==> config.mk <==
export PLATFORM = sky130hd
export DESIGN_NAME = fast_timer_pwm_unit
export DESIGN_NICKNAME = d
export VERILOG_FILES = /design/src/hw/fast_timer_pwm_pkg.sv /design/src/hw/fast_timer_pwm_unit.sv
export VERILOG_INCLUDE_DIRS = /design/src /design/src/hw
export SDC_FILE = /design/constraint.sdc
export NUM_CORES = 1
export LEC_CHECK = 0
export BUFFER_PORTS_ARGS = -buffer_cell sky130_fd_sc_hd__buf_2
export CAP_MARGIN = 20
export CORE_UTILIZATION = 24
export DETAILED_ROUTE_END_ITERATION = 6
export GPL_ROUTABILITY_DRIVEN = 0
export SLEW_MARGIN = 20
export SYNTH_ARGS = -nofsm -noshare
export SYNTH_HDL_FRONTEND = slang
export SYNTH_SLANG_ARGS = --single-unit
==> constraint.sdc <==
create_clock -name sys_clk -period 6.1 [get_ports sys_clk]
set_clock_uncertainty 0.1 [all_clocks]
set_input_delay 0.915 -clock sys_clk [delete_from_list [all_inputs] [get_ports sys_clk]]
set_output_delay 0.915 -clock sys_clk [all_outputs]
set_load 0.005 [all_outputs]
==> src/hw/fast_timer_pwm_defines.svh <==
// register offsets, field positions and fixed values of the fast pwm timer
`ifndef FAST_TIMER_PWM_DEFINES_SVH
`define FAST_TIMER_PWM_DEFINES_SVH

`define OFS_TIMER_CONTROL   4'h0
`define OFS_GENERAL_CONTROL 4'h1
`define OFS_COUNT           4'h2
`define OFS_COMPARE_A       4'h3
`define OFS_COMPARE_B       4'h4
`define OFS_TOP             4'h5
`define OFS_MASK            4'h6
`define OFS_FLAG            4'h7
`define OFS_CLOCK_CONTROL   4'h8

`define CTC_BIT      7
`define PWM_BIT      6
`define COM_HI       5
`define COM_LO       4
`define CS_HI        3
`define CS_LO        0
`define FOC_B_BIT    3
`define FOC_A_BIT    2
`define PSR_BIT      1
`define FLAG_A_BIT   6
`define FLAG_B_BIT   5
`define FLAG_OVF_BIT 2
`define FAST_EN_BIT  2

`define RESET_VALUE       8'h00
`define COMPAT_FUSE_CODE  4'h3
`define COMPAT_FAST_KHZ   25600
`define COUNT_WRAP_VALUE  8'hff
`define LONG_SHIFT_MAX    4'ha
`define COMPAT_FAST_LAST  4'h4
`define COMPAT_SYS_FIRST  4'h5

`endif

==> src/hw/fast_timer_pwm_pkg.sv <==
// types shared by the fast pwm timer
package fast_timer_pwm_pkg;

  typedef enum logic [1:0] {
    OUTMODE_OFF   = 2'h0,
    OUTMODE_PAIR  = 2'h1,
    OUTMODE_CLEAR = 2'h2,
    OUTMODE_SET   = 2'h3
  } outmode_type;

  typedef struct packed {
    logic [3:0] addr;
    logic [7:0] wdata;
    logic       wr;
    logic       rd;
  } bus_req_type;

  typedef struct packed {
    logic true_level;
    logic inv_level;
    logic true_oe_n;
    logic inv_oe_n;
  } pin_pair_type;

  typedef struct packed {
    logic        ctc;
    logic        pwm_a;
    outmode_type mode_a;
    logic [3:0]  sel;
    logic        pwm_b;
    outmode_type mode_b;
    logic        fast_en;
    logic [7:0]  top;
  } ctl_type;

  typedef struct packed {
    ctl_type      ctl_sw;
    ctl_type      ctl_act;
    logic [7:0]   cmp_a_buf;
    logic [7:0]   cmp_b_buf;
    logic [7:0]   cmp_a;
    logic [7:0]   cmp_b;
    logic [7:0]   count;
    logic [7:0]   count_wval;
    logic         count_load;
    logic [7:0]   count_seen;
    logic [9:0]   pre_long;
    logic [2:0]   pre_short;
    logic         psr;
    logic         fast_prev;
    logic         ovf_evt;
    logic         a_evt;
    logic         b_evt;
    logic [2:0]   flags;
    logic [2:0]   flags_seen;
    logic [2:0]   mask;
    logic [2:0]   irq;
    logic [1:0]   force_req;
    logic [1:0]   force_now;
    pin_pair_type pin_a;
    pin_pair_type pin_b;
    logic [7:0]   rdata;
    logic [3:0]   fuses;
    logic         fuse_taken;
  } state_type;

endpackage

==> src/hw/fast_timer_pwm_unit.sv <==
// fast up-counting timer with two complementary pwm channels
`timescale 1ns/1ps
`include "fast_timer_pwm_defines.svh"
// Notes on behaviour
// - pwm mode: two 8-bit channels, true and inverted
// - pwm pair mode: true and inverted output both low for the tick at count 00
// - count 00 to top, overflow flag after delay
// - match acts per two-bit mode; 00 disconnects
// - mode 01: pair, clear/set at match, 01/00
// - mode 10: true cleared on match, set at 01
// - mode 11: true set on match, cleared at 01
// - pwm compare writes buffered until top reached
// - compare reads return the latest written value
// - compare at 00 or top holds outputs static
// - interrupt needs flag, enable and global enable
// - pwm period is top plus one ticks
// - codes 1..5 give fast clock /1../16
// - compatibility mode only with fuse code 0011
// - compatibility mode: short and long prescalers
// - compatibility clocking stays synchronous to core
// - compatibility selections: fast /1..8, system /1..1024
// - register writes reach counter one stage later
// - control reads immediate; count and flags delayed
// - compatibility normal mode: only compare A acts
// - overflow on ff wrap, and top wrap in pwm
// - top register is the counter maximum
// - either pwm bit; zero the tick after top
// - fast clock enable picks fast or system source
module fast_timer_pwm_unit (
  // clock and reset
  input  wire logic                            sys_clk,
  input  wire logic                            sys_rst,
  // register port
  input  wire fast_timer_pwm_pkg::bus_req_type reg_req,
  output logic [7:0]                           reg_rdata,
  // fast clock, fuse strap, global interrupt enable
  input  wire logic                            fast_peripheral_clock,
  input  wire logic [3:0]                      clock_source_fuses,
  input  wire logic                            global_int_enable,
  // output pins
  output fast_timer_pwm_pkg::pin_pair_type     channel_a_output,
  output fast_timer_pwm_pkg::pin_pair_type     channel_b_output,
  // interrupt requests
  output logic                                 overflow_irq,
  output logic                                 compare_a_irq,
  output logic                                 compare_b_irq
);
  import fast_timer_pwm_pkg::*;

  state_type  st_reg;
  state_type  st_next;
  logic       adv;
  logic       top_wrap;
  logic       latch_a;
  logic [7:0] cnt_step;

  // one output pair, advanced by one counter step
  function automatic pin_pair_type pin_step(
    input pin_pair_type cur,
    input outmode_type  mode,
    input logic         pwm,
    input logic         act_en,
    input logic         step,
    input logic [7:0]   nxt,
    input logic [7:0]   cmp,
    input logic [7:0]   top,
    input logic         force_now
  );
    pin_pair_type p;
    p = cur;
    p.true_oe_n = (mode == OUTMODE_OFF) || !act_en;
    p.inv_oe_n  = !(pwm && act_en && mode == OUTMODE_PAIR);
    if (pwm) begin
      if (cmp == 8'h00 || cmp == top) begin
        // static level; a zero compare wins if top is zero too
        p.true_level = (cmp != 8'h00) ^ (mode == OUTMODE_SET);
        p.inv_level  = !p.true_level;
      end else if (step) begin
        if (nxt == cmp) begin
          p.true_level = (mode == OUTMODE_SET);
          p.inv_level  = 1'b1;
        end else begin
          if (nxt == 8'h01) begin
            p.true_level = (mode != OUTMODE_SET);
          end
          if (nxt == 8'h00) begin
            p.inv_level = 1'b0;
          end
        end
      end
    end else if ((step && nxt == cmp) || force_now) begin
      case (mode)
        OUTMODE_PAIR: begin
          p.true_level = !cur.true_level;
        end
        OUTMODE_CLEAR: begin
          p.true_level = 1'b0;
        end
        OUTMODE_SET: begin
          p.true_level = 1'b1;
        end
        default: begin
          p.true_level = cur.true_level;
        end
      endcase
    end
    return p;
  endfunction

  always_comb begin
    logic       compat;
    logic       pwm_any;
    logic       fast_edge;
    logic       use_fast;
    logic       src_edge;
    logic       tick;
    logic       wrap;
    logic       ovf_hit;
    logic       b_allowed;
    logic [3:0] k;
    logic [9:0] mask_long;
    logic [2:0] mask_short;
    logic [2:0] clr_f;
    logic [7:0] rd;
    ctl_type    c;
    st_next    = st_reg;
    c          = st_reg.ctl_act;
    clr_f      = 3'h0;
    rd         = 8'h00;
    compat     = 1'b0;
    pwm_any    = 1'b0;
    fast_edge  = 1'b0;
    use_fast   = 1'b0;
    src_edge   = 1'b0;
    tick       = 1'b0;
    wrap       = 1'b0;
    ovf_hit    = 1'b0;
    b_allowed  = 1'b0;
    k          = 4'h0;
    mask_long  = 10'h000;
    mask_short = 3'h0;
    // strap caught once, after reset is released
    if (!st_reg.fuse_taken) begin
      st_next.fuses      = clock_source_fuses;
      st_next.fuse_taken = 1'b1;
    end
    compat    = st_reg.fuses == `COMPAT_FUSE_CODE;
    pwm_any   = c.pwm_a | c.pwm_b;
    b_allowed = !(compat && !c.pwm_b);
    // fast clock is sampled, so every domain stays on sys_clk
    fast_edge         = fast_peripheral_clock & ~st_reg.fast_prev;
    st_next.fast_prev = fast_peripheral_clock;

    // prescaler and clock select
    use_fast = compat ? (c.sel <= `COMPAT_FAST_LAST) : c.fast_en;
    if (compat && !use_fast) begin
      k = c.sel - `COMPAT_SYS_FIRST;
    end else begin
      k = c.sel - 4'h1;
    end
    if (k > `LONG_SHIFT_MAX) begin
      k = `LONG_SHIFT_MAX;
    end
    mask_long  = 10'((11'h001 << k) - 11'h001);
    mask_short = 3'((4'h1 << k[1:0]) - 4'h1);
    src_edge   = use_fast ? fast_edge : 1'b1;
    if (compat && use_fast) begin
      tick = (c.sel != 4'h0) && fast_edge && ((st_reg.pre_short & mask_short) == mask_short);
    end else begin
      tick = (c.sel != 4'h0) && src_edge && ((st_reg.pre_long & mask_long) == mask_long);
    end
    if (st_reg.psr) begin
      st_next.pre_short = 3'h0;
      st_next.pre_long  = 10'h000;
      st_next.psr       = 1'b0;
    end else begin
      st_next.pre_short = 3'(st_reg.pre_short + {2'h0, fast_edge});
      st_next.pre_long  = 10'(st_reg.pre_long + {9'h000, compat | src_edge});
    end

    // counter; a pending software load takes the step
    adv      = tick && !st_reg.count_load;
    wrap     = (pwm_any && st_reg.count == c.top) || st_reg.count == `COUNT_WRAP_VALUE
               || (c.ctc && st_reg.count == st_reg.cmp_a);
    ovf_hit  = st_reg.count == `COUNT_WRAP_VALUE || (pwm_any && st_reg.count == c.top);
    cnt_step = wrap ? 8'h00 : 8'(st_reg.count + 8'h01);
    top_wrap = adv && pwm_any && st_reg.count == c.top;
    if (st_reg.count_load) begin
      st_next.count      = st_reg.count_wval;
      st_next.count_load = 1'b0;
    end else if (tick) begin
      st_next.count = cnt_step;
    end
    st_next.ovf_evt = adv && ovf_hit;
    st_next.a_evt   = adv && cnt_step == st_reg.cmp_a;
    st_next.b_evt   = adv && b_allowed && cnt_step == st_reg.cmp_b;

    // compare buffers move in only at top while in pwm mode
    latch_a = c.pwm_a ? top_wrap : 1'b1;
    if (latch_a) begin
      st_next.cmp_a = st_reg.cmp_a_buf;
    end
    if (c.pwm_b ? top_wrap : 1'b1) begin
      st_next.cmp_b = st_reg.cmp_b_buf;
    end

    // output pairs; in pwm pair mode true and inverted are both low for the tick at count 00
    st_next.pin_a = pin_step(st_reg.pin_a, c.mode_a, c.pwm_a, 1'b1, adv, cnt_step,
                             st_reg.cmp_a, c.top, st_reg.force_now[0]);
    st_next.pin_b = pin_step(st_reg.pin_b, c.mode_b, c.pwm_b, b_allowed, adv, cnt_step,
                             st_reg.cmp_b, c.top, st_reg.force_now[1]);
    // force waits a stage so a mode written with it is already active
    st_next.force_now = st_reg.force_req & ~{c.pwm_b, c.pwm_a};
    st_next.force_req = 2'h0;

    // control passes one sync stage before the counter sees it
    st_next.ctl_act = st_reg.ctl_sw;

    // bus writes
    if (reg_req.wr) begin
      if (reg_req.addr == `OFS_TIMER_CONTROL) begin
        st_next.ctl_sw.ctc    = reg_req.wdata[`CTC_BIT];
        st_next.ctl_sw.pwm_a  = reg_req.wdata[`PWM_BIT];
        st_next.ctl_sw.mode_a = outmode_type'(reg_req.wdata[`COM_HI:`COM_LO]);
        st_next.ctl_sw.sel    = reg_req.wdata[`CS_HI:`CS_LO];
      end else if (reg_req.addr == `OFS_GENERAL_CONTROL) begin
        st_next.ctl_sw.pwm_b  = reg_req.wdata[`PWM_BIT];
        st_next.ctl_sw.mode_b = outmode_type'(reg_req.wdata[`COM_HI:`COM_LO]);
        st_next.force_req     = {reg_req.wdata[`FOC_B_BIT], reg_req.wdata[`FOC_A_BIT]};
        st_next.psr           = st_reg.psr | reg_req.wdata[`PSR_BIT];
      end else if (reg_req.addr == `OFS_COUNT) begin
        st_next.count_wval = reg_req.wdata;
        st_next.count_load = 1'b1;
      end else if (reg_req.addr == `OFS_COMPARE_A) begin
        st_next.cmp_a_buf = reg_req.wdata;
      end else if (reg_req.addr == `OFS_COMPARE_B) begin
        st_next.cmp_b_buf = reg_req.wdata;
      end else if (reg_req.addr == `OFS_TOP) begin
        st_next.ctl_sw.top = reg_req.wdata;
      end else if (reg_req.addr == `OFS_MASK) begin
        st_next.mask = {reg_req.wdata[`FLAG_A_BIT], reg_req.wdata[`FLAG_B_BIT],
                        reg_req.wdata[`FLAG_OVF_BIT]};
      end else if (reg_req.addr == `OFS_FLAG) begin
        clr_f = {reg_req.wdata[`FLAG_A_BIT], reg_req.wdata[`FLAG_B_BIT],
                 reg_req.wdata[`FLAG_OVF_BIT]};
      end else if (reg_req.addr == `OFS_CLOCK_CONTROL) begin
        st_next.ctl_sw.fast_en = reg_req.wdata[`FAST_EN_BIT];
      end
    end

    // flags: a new event beats a clear in the same cycle
    st_next.flags      = (st_reg.flags & ~clr_f)
                         | {st_reg.a_evt, st_reg.b_evt, st_reg.ovf_evt};
    st_next.flags_seen = st_reg.flags;
    st_next.count_seen = st_reg.count;
    st_next.irq        = st_next.flags & st_reg.mask & {3{global_int_enable}};

    // reads answer in the next cycle only
    if (reg_req.rd) begin
      if (reg_req.addr == `OFS_TIMER_CONTROL) begin
        rd = {st_reg.ctl_sw.ctc, st_reg.ctl_sw.pwm_a, st_reg.ctl_sw.mode_a, st_reg.ctl_sw.sel};
      end else if (reg_req.addr == `OFS_GENERAL_CONTROL) begin
        rd = {1'b0, st_reg.ctl_sw.pwm_b, st_reg.ctl_sw.mode_b, 4'h0};
      end else if (reg_req.addr == `OFS_COUNT) begin
        rd = st_reg.count_seen;
      end else if (reg_req.addr == `OFS_COMPARE_A) begin
        rd = st_reg.cmp_a_buf;
      end else if (reg_req.addr == `OFS_COMPARE_B) begin
        rd = st_reg.cmp_b_buf;
      end else if (reg_req.addr == `OFS_TOP) begin
        rd = st_reg.ctl_sw.top;
      end else if (reg_req.addr == `OFS_MASK) begin
        rd[`FLAG_A_BIT]   = st_reg.mask[2];
        rd[`FLAG_B_BIT]   = st_reg.mask[1];
        rd[`FLAG_OVF_BIT] = st_reg.mask[0];
      end else if (reg_req.addr == `OFS_FLAG) begin
        rd[`FLAG_A_BIT]   = st_reg.flags_seen[2];
        rd[`FLAG_B_BIT]   = st_reg.flags_seen[1];
        rd[`FLAG_OVF_BIT] = st_reg.flags_seen[0];
      end else if (reg_req.addr == `OFS_CLOCK_CONTROL) begin
        rd[`FAST_EN_BIT] = st_reg.ctl_sw.fast_en;
      end else begin
        rd = `RESET_VALUE;
      end
    end
    st_next.rdata = rd;
  end

  always_ff @(posedge sys_clk) begin
    if (sys_rst) begin
      st_reg <= '0;
    end else begin
      st_reg <= st_next;
    end
  end

  assign reg_rdata        = st_reg.rdata;
  assign channel_a_output = st_reg.pin_a;
  assign channel_b_output = st_reg.pin_b;
  assign overflow_irq     = st_reg.irq[0];
  assign compare_b_irq    = st_reg.irq[1];
  assign compare_a_irq    = st_reg.irq[2];
endmodule

Word level (Yosys, flattened, before mapping). Cells that the tools add are included.

Logic and storage cells: 233. Output and inout bits: 19. Flip-flop bits (word level): 152. Bits of input ports: 22.

$add $sub $neg: 7. Reduce and logical (&&, ||, !) cells: 71. Shift-type cells: 2. Order comparisons: 2. Multiplexer cells: 46. Eq/ne operators: 31. Bitwise operators: 26.

Operator list (number): $mux 8 (9); $eq 8x8->1 (6); $mux 3 (9); $logic_not 8->1 (3); $logic_and 1x1->1 (20); $eq 4x3->1 const B (4); $mux 1 (16); $mux 2 (8); $reduce_bool 8->1 (2); $and 3x3->3 (4); $eq 4x2->1 const B (3); $reduce_and 4->1 (3); $reduce_bool 4->1 (3); $not 1->1 (11); $add 10x1->10 (1); $and 10x10->10 (1); $eq 10x10->1 (1); $logic_not 1->1 (10); $reduce_and 10->1 (1); $reduce_bool 2->1 (5); $shl 1x4->10 const A (1); $sub 10x1->10 const B (1); $reduce_and 3->1 (3); $add 8x1->8 const B (1); other kinds (37) (59).

Longest topological paths before layout.
Depth in word-level cells: 18. Mapped depth: 23. Depth with buffers taken out: 19.

Least setup slack after synthesis. Ideal clock, no wire load.

Path kind: reg-to-reg. From: reg st_reg[124] (netlist name). To: reg st_reg, in the netlist channel_b_output[3]. Arrival time: 4.266 ns. Data required time: 5.879 ns. Library setup time: 0.121 ns. Clock period less this slack: 4.487 ns. Cell stages (with the launch flop): 23. Buffers on the path: 3. Setup slack: 1.613 ns. Cells stage by stage: dfxtp_1 -> buf_2 -> inv_1 -> ha_1 -> nor2b_1 -> o21ai_0 -> ha_1 -> buf_4 -> or3b_2 -> o32ai_1 -> or2_2 -> nand3_1 -> ha_1 -> nor2_1 -> nor2_1 -> o221ai_1 -> a311oi_1 -> o211ai_1 -> o21ai_2 -> buf_6 -> nand2_4 -> o31ai_2 -> mux2_2.

Word-level cells in the longest chain between the ends: 18. Elaborated cells between the ends (all ways): 31. Classes of those cells: add/sub (4); order compare (2); eq/ne (3); shift (2); mux (5); bitwise (2); reduce/logical (13).

RTL lines: from (decl) (line fast_timer_pwm_unit.sv:50) `state_type st_reg;`; from (signal assigned) (line fast_timer_pwm_unit.sv:293) `st_reg <= st_next;`; $le 4x3->1 (no line); $mux 1 (line fast_timer_pwm_unit.sv:155) `` use_fast = compat ? (c.sel <= `COMPAT_FAST_LAST) : c.fast_en; ``; $logic_not 1->1 (line fast_timer_pwm_unit.sv:156) `if (compat && !use_fast) begin`; $logic_and 1x1->1 (line fast_timer_pwm_unit.sv:156); $mux 4 (line fast_timer_pwm_unit.sv:156); $gt 4x4->1 (no line); $mux 4 (line fast_timer_pwm_unit.sv:161) `` if (k > `LONG_SHIFT_MAX) begin ``; $shl 1x4->10 / $shl 1x2->3 (equally long branches) (line fast_timer_pwm_unit.sv:164, fast_timer_pwm_unit.sv:165); (+2 left out); $eq 10x10->1 / $eq 3x3->1 (equally long branches) (line fast_timer_pwm_unit.sv:170, fast_timer_pwm_unit.sv:168); $logic_and 1x1->1, on equally long branches (line fast_timer_pwm_unit.sv:170, fast_timer_pwm_unit.sv:168); $mux 1 (*) (line fast_timer_pwm_unit.sv:167) `if (compat && use_fast) begin`; $logic_and 1x1->1 (*) (line fast_timer_pwm_unit.sv:182) `adv = tick && !st_reg.count_load;`; $logic_and 1x1->1 (line fast_timer_pwm_unit.sv:91) `end else if ((step && nxt == cmp) || force_now) begin`; $logic_or 1x1->1 (line fast_timer_pwm_unit.sv:91); $reduce_bool 2->1 (no line); $reduce_and 4->1 (no line) (*).

Every way passes the cells marked *; elsewhere a longest branch is shown, timed or not. A chain may end at the register's enable or synchronous reset.

Worst setup path after layout.
From: reg st_reg[124] (netlist name). To: reg st_reg, in the netlist st_next[62].

Word-level cells in the longest chain between the ends: 14. Elaborated cells between the ends (all ways): 26. Classes of those cells: add/sub (4); order compare (2); eq/ne (2); shift (2); mux (5); bitwise (2); reduce/logical (9).

RTL lines (line): $le 4x3->1 (no line); $mux 1 (fast_timer_pwm_unit.sv:155); $logic_not 1->1 (fast_timer_pwm_unit.sv:156); $logic_and 1x1->1 (fast_timer_pwm_unit.sv:156); $mux 4 (fast_timer_pwm_unit.sv:156); $gt 4x4->1 (no line); $mux 4 (fast_timer_pwm_unit.sv:161); $shl 1x4->10 / $shl 1x2->3 (equally long branches) (fast_timer_pwm_unit.sv:164, fast_timer_pwm_unit.sv:165); $sub 10x1->10 / $sub 3x1->3 (equally long branches) (fast_timer_pwm_unit.sv:164, fast_timer_pwm_unit.sv:165); $and 10x10->10 / $and 3x3->3 (equally long branches) (fast_timer_pwm_unit.sv:170, fast_timer_pwm_unit.sv:168); $eq 10x10->1 / $eq 3x3->1 (equally long branches) (fast_timer_pwm_unit.sv:170, fast_timer_pwm_unit.sv:168); $logic_and 1x1->1, on equally long branches (fast_timer_pwm_unit.sv:170, fast_timer_pwm_unit.sv:168); $mux 1 (*) (fast_timer_pwm_unit.sv:167); $reduce_bool 2->1 (no line) (*).

Marked as above.

==> out/qor.yml <==
fin_setup_tns_ns: 0
ys_seq_elements: 152
worst_slew_pin_slew_ns: 1.08
netlist_instances: 871
p_per_area_nw_per_um2: 260
r2r.worst_path.cells: 20
cts_setup_buffers: 0
cts_inserted_buffers: 17
clk_pin_slew_worst_paths_ns: 0.06
syn-num-nets: 903
clkSinkCount: 152
dr.pass1.iters: 4
antenna_found_initial: 0
cts_resized: 0
wl_per_cell_um: 15.9
grt_pass1_vias: 5715
hold_class: "reg -> reg"
min-delay-start: "st_reg[67]"
grt_pass1_wl_mm: 32.6
synth_area_leaders: "dfxtp_1 (39%), mux2i_1 (9.3%), nor2_1 (6.5%)"
first_iter_violations: 538
whs_ns: 0.355
min_path_cells: 2
synthFlopType: "dfxtp_1"
grt-ovfl-total: 0
slew_headroom_pct: 27.3
reg2reg_slack_ns: 0.70
ctsHoldBuffers: 0
rows: 65
fillCellCount: 3337
ios: 41
final_cell_mix: "dfxtp_1 (152), nor2_1 (134), mux2i_1 (72)"
max_cap_viol_count: 0
critical_path_class: "reg -> reg"
via_per_inst: 4.80
final_antenna_net_count: 0
seqCellArea_um2: 3040
max_freq_mhz: 185
fin_crit_sh_pct: 88.5
r2r_end: "st_next[62]"
synthesis.area_um2: 7710
core_area_um2: 31600
synth-edff-count: 0
crit_path_start_kind: "flip-flop"
hold_viol: 0
critPathRequiredTime_ns: 6.27
nets: 894
drive_above_1_share_pct: 12.8
post-route-util_pct: 27.5
multi_input_area_um2: 4180
die_h_um: 181
cts_tree: "yes"
grt_use_total_pct: 12.7
grt_setup_unrepaired: "false"
drt_wl_total_mm: 20.4
root_buffer: "clkbuf_16"
vias: 6139
die_area_um2: 32900
synth_warnings: 0
grt_max_degree: 95
status: "finished clean"
ir_drop_mv: 0.180
finalMaxSlewViolations: 0
synth_top_area_share_pct: 39.4
path_max_fanout: 16
timing.final.ws_setup_ns: 0.703
dp_hpwl_mm: 14.7
drc_errors: 0
yosysTopAreaCell: "dfxtp_1"
cp-end-kind: "flip-flop"
setup_viol: 0
start_util_pct: 24.4
synthDistinctLibCells: 75
die_w_um: 181
reg2reg_from: "st_reg[124]"
htreeDepth: 4
worstHoldEndpoint: "st_next[58]"
final_common_cell: "dfxtp_1"
layout_min_cycle_time_ns: 5.40
clk_latency_ns: 0.42
pre_cts_ws_ns: 0.773
largest_reg_flops: 102
syn_area_per_cell_um2: 8.86
ys_seq_area_share_pct: 39.4
power_leakage_nw: 3.27
area_delta_synth_final_pct: 12.4
crit_arrival_ns: 5.56
clock_path_buffers: 2
async_flop_share_pct: 0
portBuffers: 40
-- worst max-delay path by stage --
stage / startpoint / endpoint / slack [ns]
detailed placement: st_reg[124] / st_next[62] / 0.77
CTS: st_reg[124] / st_next[62] / 0.74
finish: st_reg[124] / st_next[62] / 0.70
global route: st_reg[124] / st_next[62] / 0.32
global placement: st_reg[124] / st_next[62] / 0.95
floorplan: st_reg[124] / channel_b_output[3] / 1.61
-- cell type report --
class                      count  share of cell area (%)
antenna                        1                  0.0289
clock buffer                  19                    5.11
clock inverter                13                    2.21
inverter                      21                   0.909
multi-input combinational    627                    48.2
sequential                   152                    35.1
tap                          402                    5.80
timing repair buffer          43                    2.60
-- power by group --
| group | total (mW) | switching (mW) | leakage, nW | internal, mW |
|---|---|---|---|---|
| Sequential | 1.02 | 0.0128 | 1.23 | 1.01 |
| Clock | 1.13 | 0.431 | 0.301 | 0.700 |
| Combinational | 0.106 | 0.0693 | 1.74 | 0.0366 |
| Total | 2.26 | 0.513 | 3.27 | 1.74 |
-- cell families after synthesis --
family | share of synthesized area, %
flops | 39.4
mux | 11.1
xor+xnor | 6.36
buf+inv | 6.36
fa+ha+maj | 1.62
compound gates | 12.7
simple gates | 22.4
-- cells in the mapped netlist (6+ instances only) --
cell,n
xor2_1,17
clkbuf_1,30
nand2_1,42
buf_4,25
nor2b_1,34
or2_2,9
ha_1,10
nand3_1,30
a31oi_1,10
nor2_1,134
and3_1,17
buf_6,6
nor3_1,19
nor4_1,12
mux2i_1,72
xnor2_1,32
mux2_2,10
nand2b_1,6
nand4_1,8
nor3b_1,7
o21ai_0,28
inv_1,20
a21oi_1,32
and2_1,7
dfxtp_1,152
-- metrics by stage --
step                area [um2]  total power [mW]  cells
CTS                       8660              2.28   1277
global route              8660              2.34   1277
global placement          8030              1.15   1245
detailed placement        8030              1.15   1245
finish                    8670              2.26   1278
floorplan                 7710              1.11    871
-- critical path, cell delays in order, from the launching register on --
cell      delay (ns)
dfxtp_1         0.64
inv_1           0.19
ha_1            0.26
nor2b_1         0.14
o21ai_0         0.09
ha_1            0.47
or3b_2          0.47
o32ai_1         0.21
or2_2           0.21
nand3_1         0.08
ha_1            0.31
nor2_1          0.04
nor2_1          0.09
o221ai_1        0.13
a311oi_1        0.27
o211ai_1        0.14
o21ai_2         0.61
buf_4           0.29
mux2_2          0.34
nand2_1         0.06
a21oi_1         0.08
-- per-layer routing --
layer	global-route usage, %	up-vias	routed length [um]
li1	-	3015	-
met1	18.2	2913	10100
met2	19.1	194	8920
met3	2.18	17	1050
met4	4.10	0	254
met5	0	-	0
Power figures use the tool's default switching activity.
